**src/nvsram_host_pkg.sv**
```systemverilog
// Shared constants and carrier types for the nonvolatile SRAM host controller.
// Assumes a 25 MHz system clock; all pin timing is derived from it.
`default_nettype none
package nvsram_host_pkg;
   localparam int CLK_PERIOD_NS = 40;
   localparam int ADDR_W = 15;
   localparam int DATA_W = 8;
   localparam int CMD_ADDR_W = 14;
   // Pin-level access time and holdoff after busy release
   localparam int T_ACCESS_NS = 45;
   localparam int T_HOLDOFF_NS = 20000;
   localparam int ACCESS_CYCLES = (T_ACCESS_NS + CLK_PERIOD_NS - 1) / CLK_PERIOD_NS;
   localparam int HOLDOFF_CYCLES = (T_HOLDOFF_NS + CLK_PERIOD_NS - 1) / CLK_PERIOD_NS;
   // Extra strobe cycles so read data passes the two-stage synchroniser
   localparam int SYNC_STAGES = 2;
   localparam int COUNT_W = 24;
   localparam int LAST_STEP = 5;
   // Command sequence addresses, low 14 bits only
   localparam logic [13:0] SEQ_ADDR_1 = 14'h0e38;
   localparam logic [13:0] SEQ_ADDR_2 = 14'h31c7;
   localparam logic [13:0] SEQ_ADDR_3 = 14'h03e0;
   localparam logic [13:0] SEQ_ADDR_4 = 14'h3c1f;
   localparam logic [13:0] SEQ_ADDR_5 = 14'h303f;
   localparam logic [13:0] SEQ_ADDR_RECALL = 14'h0c63;
   localparam logic [13:0] SEQ_ADDR_AS_OFF = 14'h0b45;
   localparam logic [13:0] SEQ_ADDR_AS_ON = 14'h0b46;
   localparam logic [13:0] SEQ_ADDR_STORE = 14'h0fc0;

   typedef enum logic [2:0] {
      CMD_READ = 3'h0,
      CMD_WRITE = 3'h1,
      CMD_STORE = 3'h2,
      CMD_RECALL = 3'h3,
      CMD_AS_OFF = 3'h4,
      CMD_AS_ON = 3'h5,
      CMD_HW_STORE = 3'h6
   } cmd_t;

   typedef struct packed {
      cmd_t cmd;
      logic [ADDR_W-1:0] addr;
      logic [DATA_W-1:0] wdata;
   } req_t;

   typedef struct packed {
      logic ceN;
      logic oeN;
      logic weN;
      logic [ADDR_W-1:0] addr;
   } pins_t;
endpackage
`default_nettype wire

```
**src/nvsram_access_cycle.sv**
```systemverilog
// One read or write strobe cycle on the SRAM pins.
// Assumes dataInSync is already synchronised; start is ignored while busy.
`timescale 1ns/10ps
`default_nettype none
module nvsram_access_cycle (
   input wire logic clk,
   input wire logic arst_n,
   input wire logic start,
   input wire logic isWrite,
   input wire logic [nvsram_host_pkg::ADDR_W-1:0] addr,
   input wire logic [nvsram_host_pkg::DATA_W-1:0] wdata,
   input wire logic [nvsram_host_pkg::DATA_W-1:0] dataInSync,
   output nvsram_host_pkg::pins_t pins,
   output logic [nvsram_host_pkg::DATA_W-1:0] dataOut,
   output logic dataOe,
   output logic [nvsram_host_pkg::DATA_W-1:0] rdata,
   output logic busy,
   output logic done
);
   localparam logic [3:0] LAST = 4'(nvsram_host_pkg::ACCESS_CYCLES
                                    + nvsram_host_pkg::SYNC_STAGES);
   logic [3:0] cnt;
   wire endNow = busy && (cnt == LAST);

   always_ff @(posedge clk or negedge arst_n) begin
      if (!arst_n) begin
         busy <= 1'b0;
         done <= 1'b0;
         cnt <= 4'h0;
         rdata <= '0;
         dataOut <= '0;
         dataOe <= 1'b0;
         pins <= '{ceN: 1'b1, oeN: 1'b1, weN: 1'b1, addr: '0};
      end else begin
         done <= endNow;
         if (start && !busy) begin
            busy <= 1'b1;
            cnt <= 4'h0;
            pins.addr <= addr;
            pins.ceN <= 1'b0;
            // Write keeps output enable high to avoid bus contention
            pins.oeN <= isWrite;
            pins.weN <= !isWrite;
            dataOut <= wdata;
            dataOe <= isWrite;
         end else if (endNow) begin
            busy <= 1'b0;
            rdata <= dataInSync;
            pins.ceN <= 1'b1;
            pins.oeN <= 1'b1;
            pins.weN <= 1'b1;
            dataOe <= 1'b0;
         end else if (busy) begin
            cnt <= cnt + 4'h1;
         end
      end
   end
endmodule
`default_nettype wire

```
**src/nvsram_soft_sequence_control.sv**
```systemverilog
// Host-side controller that drives an asynchronous nonvolatile SRAM.
// Assumes the SRAM pins are outside the clock domain; inputs are synchronised here.
// Contract
// - Recall needs five prefix reads then a read at the recall address.
// - Host issues the six reads back to back in exact order.
// - Write enable stays high through all six sequence reads.
// - A store must follow an enable change to make it persist.
`timescale 1ns/10ps
`default_nettype none
module nvsram_soft_sequence_control #(
   parameter int STORE_CYCLES = 200000,
   parameter int RECALL_CYCLES = 5000,
   parameter int HOLDOFF_CYCLES = nvsram_host_pkg::HOLDOFF_CYCLES
) (
   input wire logic clk,
   input wire logic arst_n,
   // User request port
   input wire logic reqValid,
   input wire nvsram_host_pkg::req_t req,
   output logic reqReady,
   output logic rspValid,
   output logic [nvsram_host_pkg::DATA_W-1:0] rspData,
   output logic opDone,
   // SRAM pins
   output nvsram_host_pkg::pins_t pins,
   input wire logic [nvsram_host_pkg::DATA_W-1:0] dataIn,
   output logic [nvsram_host_pkg::DATA_W-1:0] dataOut,
   output logic dataOe,
   input wire logic storeBusyIn,
   output logic storeBusyOut,
   output logic storeBusyOe
);
   typedef enum logic [2:0] {
      S_IDLE = 3'b000,
      S_ACC = 3'b001,
      S_NVWAIT = 3'b010,
      S_BUSY = 3'b011,
      S_HOLD = 3'b100
   } state_t;

   localparam int CW = nvsram_host_pkg::COUNT_W;

   state_t state;
   nvsram_host_pkg::cmd_t cmd;
   logic [nvsram_host_pkg::ADDR_W-1:0] userAddr;
   logic [nvsram_host_pkg::DATA_W-1:0] userData;
   logic [2:0] step;
   logic [CW-1:0] count;
   logic [nvsram_host_pkg::DATA_W-1:0] dataMeta;
   logic [nvsram_host_pkg::DATA_W-1:0] dataSync;
   logic busyMeta;
   logic busySync;
   logic accBusy;
   logic accDone;
   logic [nvsram_host_pkg::DATA_W-1:0] accData;

   // Address of one step of a command sequence; top address bit driven low
   function automatic logic [nvsram_host_pkg::ADDR_W-1:0] seq_addr(
      input logic [2:0] s,
      input nvsram_host_pkg::cmd_t c
   );
      logic [13:0] a;
      a = nvsram_host_pkg::SEQ_ADDR_STORE;
      case (s)
         3'h0: a = nvsram_host_pkg::SEQ_ADDR_1;
         3'h1: a = nvsram_host_pkg::SEQ_ADDR_2;
         3'h2: a = nvsram_host_pkg::SEQ_ADDR_3;
         3'h3: a = nvsram_host_pkg::SEQ_ADDR_4;
         3'h4: a = nvsram_host_pkg::SEQ_ADDR_5;
         default: begin
            case (c)
               nvsram_host_pkg::CMD_RECALL: a = nvsram_host_pkg::SEQ_ADDR_RECALL;
               nvsram_host_pkg::CMD_AS_OFF: a = nvsram_host_pkg::SEQ_ADDR_AS_OFF;
               nvsram_host_pkg::CMD_AS_ON: a = nvsram_host_pkg::SEQ_ADDR_AS_ON;
               default: a = nvsram_host_pkg::SEQ_ADDR_STORE;
            endcase
         end
      endcase
      return {1'b0, a};
   endfunction

   wire isSingle = (cmd == nvsram_host_pkg::CMD_READ) || (cmd == nvsram_host_pkg::CMD_WRITE);
   wire isWrite = (cmd == nvsram_host_pkg::CMD_WRITE);
   wire [nvsram_host_pkg::ADDR_W-1:0] accAddr = isSingle ? userAddr : seq_addr(step, cmd);
   wire accIsWrite = isSingle && isWrite;
   wire accStart = (state == S_ACC) && !accBusy && !accDone;
   wire lastStep = (step == 3'(nvsram_host_pkg::LAST_STEP));
   wire countZero = (count == '0);
   wire isModeCmd = (cmd == nvsram_host_pkg::CMD_AS_OFF) || (cmd == nvsram_host_pkg::CMD_AS_ON);
   wire isRecall = (cmd == nvsram_host_pkg::CMD_RECALL);

   assign reqReady = (state == S_IDLE);
   // Open-drain: only ever pulled low
   assign storeBusyOut = 1'b0;

   nvsram_access_cycle u_access (
      .clk(clk),
      .arst_n(arst_n),
      .start(accStart),
      .isWrite(accIsWrite),
      .addr(accAddr),
      .wdata(userData),
      .dataInSync(dataSync),
      .pins(pins),
      .dataOut(dataOut),
      .dataOe(dataOe),
      .rdata(accData),
      .busy(accBusy),
      .done(accDone)
   );

   always_ff @(posedge clk or negedge arst_n) begin
      if (!arst_n) begin
         dataMeta <= '0;
         dataSync <= '0;
         busyMeta <= 1'b1;
         busySync <= 1'b1;
      end else begin
         dataMeta <= dataIn;
         dataSync <= dataMeta;
         busyMeta <= storeBusyIn;
         busySync <= busyMeta;
      end
   end

   always_ff @(posedge clk or negedge arst_n) begin
      if (!arst_n) begin
         state <= S_IDLE;
         cmd <= nvsram_host_pkg::CMD_READ;
         userAddr <= '0;
         userData <= '0;
         step <= 3'h0;
         count <= '0;
         rspValid <= 1'b0;
         rspData <= '0;
         opDone <= 1'b0;
         storeBusyOe <= 1'b0;
      end else begin
         rspValid <= 1'b0;
         opDone <= 1'b0;
         case (state)
            S_IDLE: begin
               if (reqValid) begin
                  cmd <= req.cmd;
                  userAddr <= req.addr;
                  userData <= req.wdata;
                  step <= 3'h0;
                  if (req.cmd == nvsram_host_pkg::CMD_HW_STORE) begin
                     // Hold the request low until the store window ends
                     storeBusyOe <= 1'b1;
                     count <= CW'(STORE_CYCLES);
                     state <= S_NVWAIT;
                  end else begin
                     state <= S_ACC;
                  end
               end
            end
            S_ACC: begin
               if (accDone) begin
                  if (isSingle) begin
                     rspValid <= !isWrite;
                     rspData <= accData;
                     opDone <= 1'b1;
                     state <= S_IDLE;
                  end else if (!lastStep) begin
                     step <= step + 3'h1;
                  end else if (isModeCmd) begin
                     cmd <= nvsram_host_pkg::CMD_STORE;
                     step <= 3'h0;
                  end else begin
                     count <= isRecall ? CW'(RECALL_CYCLES) : CW'(STORE_CYCLES);
                     state <= S_NVWAIT;
                  end
               end
            end
            S_NVWAIT: begin
               if (countZero) begin
                  storeBusyOe <= 1'b0;
                  state <= S_BUSY;
               end else begin
                  count <= count - CW'(1);
               end
            end
            S_BUSY: begin
               // Device may stretch the store; wait for busy release
               if (busySync) begin
                  count <= CW'(HOLDOFF_CYCLES);
                  state <= S_HOLD;
               end
            end
            S_HOLD: begin
               if (countZero) begin
                  opDone <= 1'b1;
                  state <= S_IDLE;
               end else begin
                  count <= count - CW'(1);
               end
            end
            default: state <= S_IDLE;
         endcase
      end
   end
endmodule
`default_nettype wire

```
**config.mk**
```make
export PLATFORM = sky130hd
export DESIGN_NAME = nvsram_soft_sequence_control
export DESIGN_NICKNAME = d
export VERILOG_FILES = /design/src/nvsram_host_pkg.sv /design/src/nvsram_access_cycle.sv /design/src/nvsram_soft_sequence_control.sv
export SDC_FILE = /design/constraint.sdc
export NUM_CORES = 1
export LEC_CHECK = 0
export BUFFER_PORTS_ARGS = -buffer_cell sky130_fd_sc_hd__buf_2
export CAP_MARGIN = 20
export CORE_ASPECT_RATIO = 0.7
export CORE_MARGIN = 3
export CORE_UTILIZATION = 57
export DETAILED_ROUTE_END_ITERATION = 8
export PLACE_DENSITY_LB_ADDON = 0.15
export RECOVER_POWER = 50
export SLEW_MARGIN = 20
export SYNTH_ARGS = -nofsm -noshare
export SYNTH_HDL_FRONTEND = slang
export SYNTH_SLANG_ARGS = --single-unit
```
**constraint.sdc**
```tcl
create_clock -name clk -period 2.8 [get_ports clk]
set_input_delay 0.42 -clock clk [delete_from_list [all_inputs] [get_ports clk]]
set_output_delay 0.42 -clock clk [all_outputs]
set_load 0.02 [all_outputs]
```
==> results_dict.tcl, run 1 <==
set metrics [dict create \
    fin_total_pwr_uw 8460 \
    yosysWarnings 0 \
    grt_use_total 0.257 \
    busiest_layer "met1" \
    gr-usage-met1 0.380 \
    path_class "flip-flop to flip-flop" \
    reg2regPathDepth 5 \
    r2r_start "state[1]" \
    synth_top_flop_cell "dfrtp_1" \
    cp_max_fo 16 \
    grt_use_met3 0.0762 \
    synth_fp_nets 608 \
    antenna_found_initial 0 \
    max_cap_violations 1 \
    drtAntennaViolNets 0 \
    dp_hpwl_um 9790 \
    vias 4740 \
    synth_top_area_cell "dfrtp_1" \
    numCtsBuffers 17 \
    die-area_sq_mm 0.0114 \
    slowest_stage "dfrtp_1" \
    synth_compound_area_frac 0.152 \
    fin_ws_ns 0.332 \
    tightestPinTransition_ns 1.51 \
    fin_nets 692 \
    max-vdd-ir-drop_uv 578 \
    tns_ns 0 \
    drtIter0Drc 481 \
    synth.area.top_cells "dfrtp_1 52%, mux2_2 6.0%, nand2_1 5.6%" \
    initial_core_util 0.591 \
    vias_per_cell 6.01 \
    r2r_end "count[12]" \
    area_growth_pct 19.4 \
    synthXorXnorAreaFrac 0.00303 \
    skew_ns 0.0123 \
    ys_top_cells_by_count "121 x dfrtp_1, 87 x nand2_1, 40 x o21ai_0" \
    synth-adder-area-share 0.0108 \
    synth_top_family_by_area "simple AND/OR/NAND/NOR gates" \
    ctsLongestPathBuffers 2 \
    post_cts_buffers 0 \
    r2r_slack_ns 0.33 \
    path_cells "inv_1 > a32oi_1 > nand4_1 > or2_2 > o41ai_1" \
    status "finished with violations" \
    syn_avg_cell_area_sq_um 10.2 \
    ioPinCount 78 \
    cts-root-buf "clkbuf_16" \
    worstPathArrival_ns 2.74 \
    rsz0062_at_grt "false" \
    crit_path_start_kind "flip-flop" \
    cts_resized 0 \
    drive_above_1_share 0.266 \
    synth.distinct_cells 58 \
    ctsHoldBuffers 0 \
    final_util 0.706 \
    synth_seq_cells 126 \
    grt_max_degree 62 \
    insertion_delay_ns 0.41 \
    cpPeakStageDelay_ns 0.66 \
    violations "max-capacitance violations, max-slew violations" \
    min-delay-path-class "primary input to flip-flop" \
    drv_slew 62 \
    dp_slack_ns 0.480 \
    num_rows 30 \
    relSlewSlack -0.00575 \
    core_area_sq_mm 0.00980 \
    pwr_density_cell_mw_per_mm2 1220 \
    htreeDepth 4 \
    io_buffers 76 \
    wl_per_cell_um 17.9 \
    die_h_um 90.3 \
    drt-pass1-iter-count 5 \
    drc 0 \
    die_w_um 126 \
    hold_viol 0 \
    fin_crit_ns 2.47 \
    grt_pass1_vias 4631 \
    synth_most_common_cell "dfrtp_1" \
    critPathCapture "count[12]" \
    synthCells 565 \
    cp-end-kind "flip-flop" \
    routed_wl_um 14200 \
    finalCritPeriodShare 0.881 \
    setup_viol 0 \
    synth_top_area_frac 0.523 \
    power_leakage_uw 0.00323 \
    globalplace.congestion 0.997 \
    fillers 732 \
    crit_path_start "state[1]" \
    grt_pass1_wl_um 23500 \
    synth_area_sq_mm 0.00579 \
    cts_tree "done" \
    synthArstFlopShare 1.00 \
    path_clk_slew_ns 0.05 \
    synth-simple-area-share 0.179 \
    muxShareOfSynthArea 0.0707 \
    clock_sinks 126 \
    gr-usage-met2 0.368 \
    cp.required_ns 3.07 \
    grt-ovfl-total 0 \
    fin_hold_ws_ns 0.113 \
    ys_seq_area_frac 0.546 \
    antenna_cells 0 \
    synth-edff-count 0 \
    max_clock_freq_ghz 0.405 \
]
stage by stage:
stage	cells	instance area [sq um]
3_3_place_gp	758	6380
4_1_cts	789	6940
3_5_place_dp	758	6380
6_report	789	6920
2_1_floorplan	565	5790
5_1_grt	789	6920
state kept, by name, summed over array words and instances, names as in the netlist, 4 cells and up:
| register | flops |
|---|---|
| u_access.dataOut | 8 |
| u_access.rdata | 8 |
| count | 24 |
| u_access.cnt | 4 |
| u_access.pins | 18 |
| userAddr | 15 |
| dataMeta | 8 |
| userData | 8 |
| dataSync | 8 |
| rspData | 8 |
final cells by class:
class,count,area [sq um],area share
flip-flops and latches,126,3160,0.457
multi-input cells,387,2420,0.349
repair buffers,97,538,0.0778
clock buffers,22,484,0.0700
well taps,128,160,0.0232
clock inverters,9,83.8,0.0121
inverters,20,75.1,0.0109
kinds of logic after synthesis:
logic type / count (synthesis)
flip-flops: 126
multiplexers: 37
AND/OR/NAND/NOR: 204
buffers and inverters: 52
adder cells (fa/ha/maj): 5
other: 1
AO/OA/AOI/OAI: 138
XOR/XNOR: 2
metal layers:
metal	vias to the layer above	routed length [um]
met5	-	0
met4	0	169
met3	23	1280
met2	204	6280
met1	2302	6420
li1	2211	-
power by group:
part	switching, uW	leakage, uW	internal, uW
Sequential	538	0.00155	2490
Combinational	2060	0.00141	1290
Clock	781	0.000270	1310
how the worst min path moves through the flow:
stage / cells past startpoint / end / slack (ns) / start
2_1_floorplan: 0 / cmd[0] / 0.12 / arst_n
3_3_place_gp: 0 / dataSync[2] / 0.33 / dataMeta[2]
3_5_place_dp: 0 / dataSync[5] / 0.34 / dataMeta[5]
4_1_cts: 1 / busyMeta / 0.10 / storeBusyIn
5_1_grt: 1 / dataMeta[4] / 0.10 / dataIn[4]
6_report: 1 / busyMeta / 0.11 / storeBusyIn
critical path: cells and delay by family (launching register included):
family          cells  cell delay [ns]
flops               1             0.66
compound gates      2             0.71
simple gates        2             0.75
buf+inv             1             0.21
cells in the final DEF, fill, tap and decap left out, types with 5 or more instances in the layout:
master / synthesis / layout
buf_4: 3 / 17
or2_2: 7 / 7
dfstp_2: 5 / 5
nor2_1: 31 / 31
o21bai_1: 5 / 5
nand3_1: 16 / 16
buf_2: 11 / 73
dfrtp_1: 121 / 121
nor4_1: 8 / 8
nor3_1: 7 / 6
a221oi_1: 9 / 9
ha_1: 5 / 5
o31ai_1: 15 / 15
inv_1: 20 / 20
a31oi_1: 11 / 11
o21ai_0: 40 / 40
mux2_2: 31 / 31
mux2i_1: 6 / 6
clkbuf_16: 0 / 17
a21oi_1: 30 / 30
or4_1: 8 / 8
clkbuf_1: 17 / 5
and2_1: 7 / 7
nand2_1: 87 / 87
Power figures use the tool's default switching activity.
==> inputs of run 2 (changes only) <==
REMOVE_ABC_BUFFERS = 1   (was default)
==> run 2 against run 1 <==
Net effect:
- the run now ends clean
- maximum frequency decreased by 2.9%
- worst setup slack lost 0.073 ns
- combinational power is essentially flat
- critical path depth grew 1
- register-to-register slack worse by 0.07 ns
- cell count up 0.63%
- die area did not move
- sequential power hardly changed
- critical path type unchanged
- critical endpoint is now count[15]
- highest routed layer unchanged
==> results_dict.tcl, run 2 (synthesized netlist as in run 1, its figures left out) <==
set metrics [dict create \
    grt_use_total 0.263 \
    antenna_cells 0 \
    drtIter0Drc 592 \
    ioPinCount 78 \
    slowest_stage "dfrtp_1" \
    relSlewSlack 0.0551 \
    path_clk_slew_ns 0.06 \
    antenna_found_initial 0 \
    status "finished clean" \
    place_inst 762 \
    die_w_um 126 \
    crit_path_start_kind "flip-flop" \
    core_area_sq_mm 0.00980 \
    largestRegisters "count (24), u_access.pins (18), userAddr (15)" \
    final_cell_area_sq_mm 0.00698 \
    die-area_sq_mm 0.0114 \
    skew_ns 0.0123 \
    drv_slew 0 \
    path_class "flip-flop to flip-flop" \
    grt-ovfl-total 0 \
    final_common_cell "dfrtp_1" \
    max_cap_violations 0 \
    cts_resized 0 \
    cp-end-kind "flip-flop" \
    max_clock_freq_ghz 0.394 \
    fin_total_pwr_uw 8640 \
    drc 0 \
    area_growth_pct 20.5 \
    setup_viol 0 \
    pwr_density_cell_mw_per_mm2 1240 \
    io_buffers 76 \
    rsz0062_at_grt "false" \
    cp_max_fo 21 \
    fin_hold_ws_ns 0.0921 \
    insertion_delay_ns 0.42 \
    vias 4830 \
    crit_family "simple AND/OR/NAND/NOR gates" \
    clock_sinks 126 \
    post_cts_buffers 0 \
    fin_crit_ns 2.54 \
    place_area_sq_mm 0.00639 \
    critPathBufInv 2 \
    cpPeakStageDelay_ns 0.64 \
    tightestPinTransition_ns 1.42 \
    routed_wl_um 14500 \
    fillers 724 \
    htreeDepth 4 \
    regMostFlops "count" \
    fin_cells 794 \
    dp_hpwl_um 9870 \
    largest_reg_flops 24 \
    fin_nets 696 \
    wl_per_cell_um 18.2 \
    cts-root-buf "clkbuf_16" \
    numCtsBuffers 17 \
    multi_input_area_sq_mm 0.00242 \
    worstPathArrival_ns 2.89 \
    grt_max_degree 48 \
    num_rows 30 \
    grt_pass1_wl_um 23800 \
    drive_above_1_share 0.275 \
    cts_tree "done" \
    ctsHoldBuffers 0 \
    globalplace.congestion 0.951 \
    die_h_um 90.3 \
    final-seq-area_sq_mm 0.00316 \
    initial_core_util 0.591 \
    power_leakage_uw 0.00328 \
    ctsLongestPathBuffers 2 \
    final_cell_mix "121 x dfrtp_1, 87 x nand2_1, 74 x buf_2, 40 x o21ai_0" \
    hold_viol 0 \
    grt_pass1_vias 4700 \
    path_cells "inv_1 > a32oi_1 > nand4_1 > buf_4 > nor4b_1 > mux2i_1" \
    vias_per_cell 6.08 \
    drt-pass1-iter-count 5 \
    max-vdd-ir-drop_uv 675 \
    finalCritPeriodShare 0.907 \
    min-delay-path-class "primary input to flip-flop" \
    drtAntennaViolNets 0 \
    cp.required_ns 3.15 \
]
-- run 2: changes by cell type in the layout (fill, tap and decap cells not counted), sizes merged --
cell      previous run  this run
buf                 91        96
bufinv               1         2
clkbuf              28        23
clkinv               3         6
clkinvlp             4         0
inv                 21        26
-- run 2: power breakdown --
| part | switching (uW) | total, uW | internal, uW |
|---|---|---|---|
| logic | 2080 | 3380 | 1300 |
| clock network | 883 | 2250 | 1360 |
| registers | 530 | 3020 | 2490 |
-- run 2: area by class of cell --
class / count / share of cell area
Sequential cell: 126 / 0.453
Multi-Input combinational cell: 387 / 0.346
Timing Repair Buffer: 101 / 0.0798
Clock buffer: 18 / 0.0629
Clock inverter: 14 / 0.0247
Tap cell: 128 / 0.0229
Inverter: 20 / 0.0108
-- run 2: per-layer routing --
layer	part of all wire	track usage	up-vias
li1	-	-	2207
met1	0.44	0.379	2361
met2	0.45	0.383	241
met3	0.094	0.0751	21
met4	0.012	0.0938	0
met5	0	0	-
-- run 2: path summary, 6_finish.rpt --
check | from | endpoint | slack, ns | cells past startpoint
setup / recovery | state[1] | count[15] | 0.26 | 6
hold / removal | storeBusyIn | busyMeta | 0.09 | 1
setup reg to reg | state[1] | count[15] | 0.26 | 6
hold reg to reg | dataMeta[1] | dataSync[1] | 0.35 | 0
max in group asynchronous | arst_n | userAddr[4] | 0.69 | 2
min in group asynchronous | arst_n | userData[3] | 0.23 | 1
-- run 2: through the flow --
stage                     setup slack (ns)  utilization  setup TNS [ns]
after floorplan                    -0.0674            -          -0.210
after global placement               0.398        0.653               0
after detailed placement             0.303        0.653               0
after CTS                            0.276        0.715               0
after global routing                0.0521        0.712               0
final                                0.259        0.712               0
==> inputs of run 3 (changes only) <==
CORE_UTILIZATION = 50   (was 57)
SLEW_MARGIN = default   (was 20)
SYNTH_HIERARCHICAL = 1   (was default)
==> run 3 against run 2 <==
Net effect:
- sequential power about the same
- synthesized cell count is 13% higher
- largest cell class unchanged
- final area up 0.22%
- non-clock buffer count decreased by 10
- combinational power is 8.9% lower
- register-to-register slack better by 0.16 ns
- worst setup slack gained 0.16 ns
- clock skew increased by 0.0016 ns
==> results_dict.tcl, run 3 <==
set metrics [dict create \
    die_h_um 96.7 \
    fin_crit_ns 2.38 \
    area_growth_pct 19.0 \
    power_leakage_uw 0.00351 \
    synth_top_flop_cell "dfrtp_1" \
    cp-end-kind "flip-flop" \
    synth-edff-count 0 \
    largestRegisters "count (24), u_access/pins (18), userAddr (15)" \
    cp.required_ns 3.10 \
    ctsHoldBuffers 0 \
    rsz0062_at_grt "false" \
    relSlewSlack 0.210 \
    cts-root-buf "clkbuf_16" \
    yosysWarnings 6 \
    vias 4937 \
    status "finished clean" \
    fin_nets 753 \
    wl_per_cell_um 16.2 \
    drtAntennaViolNets 0 \
    max_clock_freq_ghz 0.420 \
    largest_reg_flops 24 \
    grt_use_met3 0.0686 \
    grt_pass1_wl_um 24000 \
    routed_wl_um 14200 \
    globalplace.congestion 0.849 \
    post_cts_buffers 0 \
    io_buffers 76 \
    regMostFlops "count" \
    ioPinCount 78 \
    path_clk_slew_ns 0.06 \
    worstPathArrival_ns 2.68 \
    grt_max_degree 49 \
    synth.distinct_cells 66 \
    cp_max_fo 21 \
    crit_path_start_kind "flip-flop" \
    tns_ns 0 \
    drive_above_1_share 0.204 \
    busiest_layer "met2" \
    dp_hpwl_um 9390 \
    setup_viol 0 \
    synth_top_area_frac 0.515 \
    initial_core_util 0.522 \
    path_class "flip-flop to flip-flop" \
    antenna_cells 0 \
    synth_most_common_cell "nand2_1" \
    antenna_found_initial 0 \
    ys_top_cells_by_count "190 x nand2_1, 121 x dfrtp_1, 33 x o21ai_0" \
    finalCritPeriodShare 0.849 \
    drtIter0Drc 442 \
    pwr_density_cell_mw_per_mm2 1200 \
    synthArstFlopShare 1.00 \
    drc 0 \
    numCtsBuffers 17 \
    drt-pass1-iter-count 5 \
    drv_slew 0 \
    final-seq-area_sq_mm 0.00316 \
    ctsLongestPathBuffers 2 \
    synth_top_area_cell "dfrtp_1" \
    clock_sinks 126 \
    syn_avg_cell_area_sq_um 9.24 \
    synthCells 636 \
    gr-usage-met2 0.334 \
    grt-ovfl-total 0 \
    multi_input_area_sq_mm 0.00245 \
    gr-usage-met1 0.329 \
    core_area_sq_mm 0.0113 \
    num_rows 32 \
    min-delay-path-class "primary input to flip-flop" \
    grt_pass1_vias 4834 \
    synth_seq_cells 126 \
    tightestPinTransition_ns 1.19 \
    synth_area_sq_mm 0.00588 \
    die_w_um 136 \
    grt_use_total 0.226 \
    insertion_delay_ns 0.41 \
    skew_ns 0.0139 \
    final_common_cell "nand2_1" \
    vias_per_cell 5.64 \
    fillers 972 \
    max-vdd-ir-drop_uv 725 \
    hold_viol 0 \
    ys_seq_area_frac 0.537 \
    fin_hold_ws_ns 0.108 \
    final_cell_mix "190 x nand2_1, 121 x dfrtp_1, 73 x buf_2, 33 x o21ai_0, 30 x nor2_1" \
    htreeDepth 4 \
    cts_resized 0 \
    cts_tree "done" \
    synth.area.top_cells "dfrtp_1 52%, nand2_1 12%, o21ai_0 2.8%" \
    max_cap_violations 0 \
    die-area_sq_mm 0.0131 \
]
-- run 3: cell types whose count changed in the layout (fill, tap and decap cells not counted), moves of 5 or more --
| cell | change |
|---|---|
| nand2_1 | +103 |
| mux2i_1 | -5 |
| o21ai_0 | -7 |
| inv_6 | -5 |
| or4_1 | -5 |
| a41oi_1 | +6 |
| mux2_2 | -22 |
| a21oi_1 | -5 |
| buf_4 | -11 |
| nand2b_1 | +6 |
| o211ai_1 | +6 |
| a221oi_1 | -9 |
| o31ai_1 | -14 |
| nand4_1 | +5 |
-- run 3: final cells by class --
cell class              count  area share
clock inverters            13      0.0270
multi-input cells         454       0.350
flip-flops and latches    126       0.452
inverters                  20      0.0107
clock buffers              18      0.0628
well taps                 153      0.0274
repair buffers             91      0.0705
-- run 3: layer usage --
| layer | vias to the layer above | wire [um] |
|---|---|---|
| met4 | 0 | 108 |
| li1 | 2345 | - |
| met1 | 2385 | 6550 |
| met5 | - | 0 |
| met3 | 9 | 1140 |
| met2 | 198 | 6420 |
-- run 3: power by group --
part / internal, uW / total (uW) / switching (uW)
combinational: 1170 / 3080 / 1910
clock: 1510 / 2340 / 824
sequential: 2440 / 3000 / 561
total: 5120 / 8410 / 3290
-- run 3: path summary, 6_finish.rpt --
path	end	from	depth (start not counted)	slack [ns]
hold reg to reg	dataSync[4]	dataMeta[4]	0	0.35
hold / removal	busyMeta	storeBusyIn	1	0.11
min in group asynchronous	u_access/rdata[4]	arst_n	1	0.23
max in group asynchronous	count[10]	arst_n	2	0.77
setup reg to reg	count[16]	state[0]	6	0.42
setup / recovery	count[16]	state[0]	6	0.42
-- run 3: through the flow --
step / utilization / setup WS (ns) / area (sq um) / instances / total power [uW]
after detailed placement: 0.568 / 0.500 / 6390 / 844 / 6050
after CTS: 0.624 / 0.487 / 7020 / 875 / 8430
after global routing: 0.622 / 0.259 / 6990 / 875 / 9010
final: 0.622 / 0.421 / 6990 / 875 / 8410
after floorplan: - / 0.237 / 5680 / 600 / 5010
after global placement: 0.568 / 0.591 / 6390 / 844 / 5950
-- run 3: kinds of logic after synthesis --
family | count (synthesis) | synth area share
and+or+nand+nor | 309 | 0.240
muxes | 11 | 0.0215
AOI/OAI and AO/OA | 126 | 0.139
adders and majority gates | 5 | 0.0106
other | 1 | 0.000638
DFF | 126 | 0.537
buffers and inverters | 56 | 0.0470
xor gates and xnor gates | 2 | 0.00298
-- run 3: critical path, stage by stage (launching register included) --
cell,delay [ns]
dfrtp_1,0.70
o211ai_1,0.30
a32oi_1,0.29
nand4_1,0.15
buf_4,0.26
or3_1,0.38
and3_1,0.18
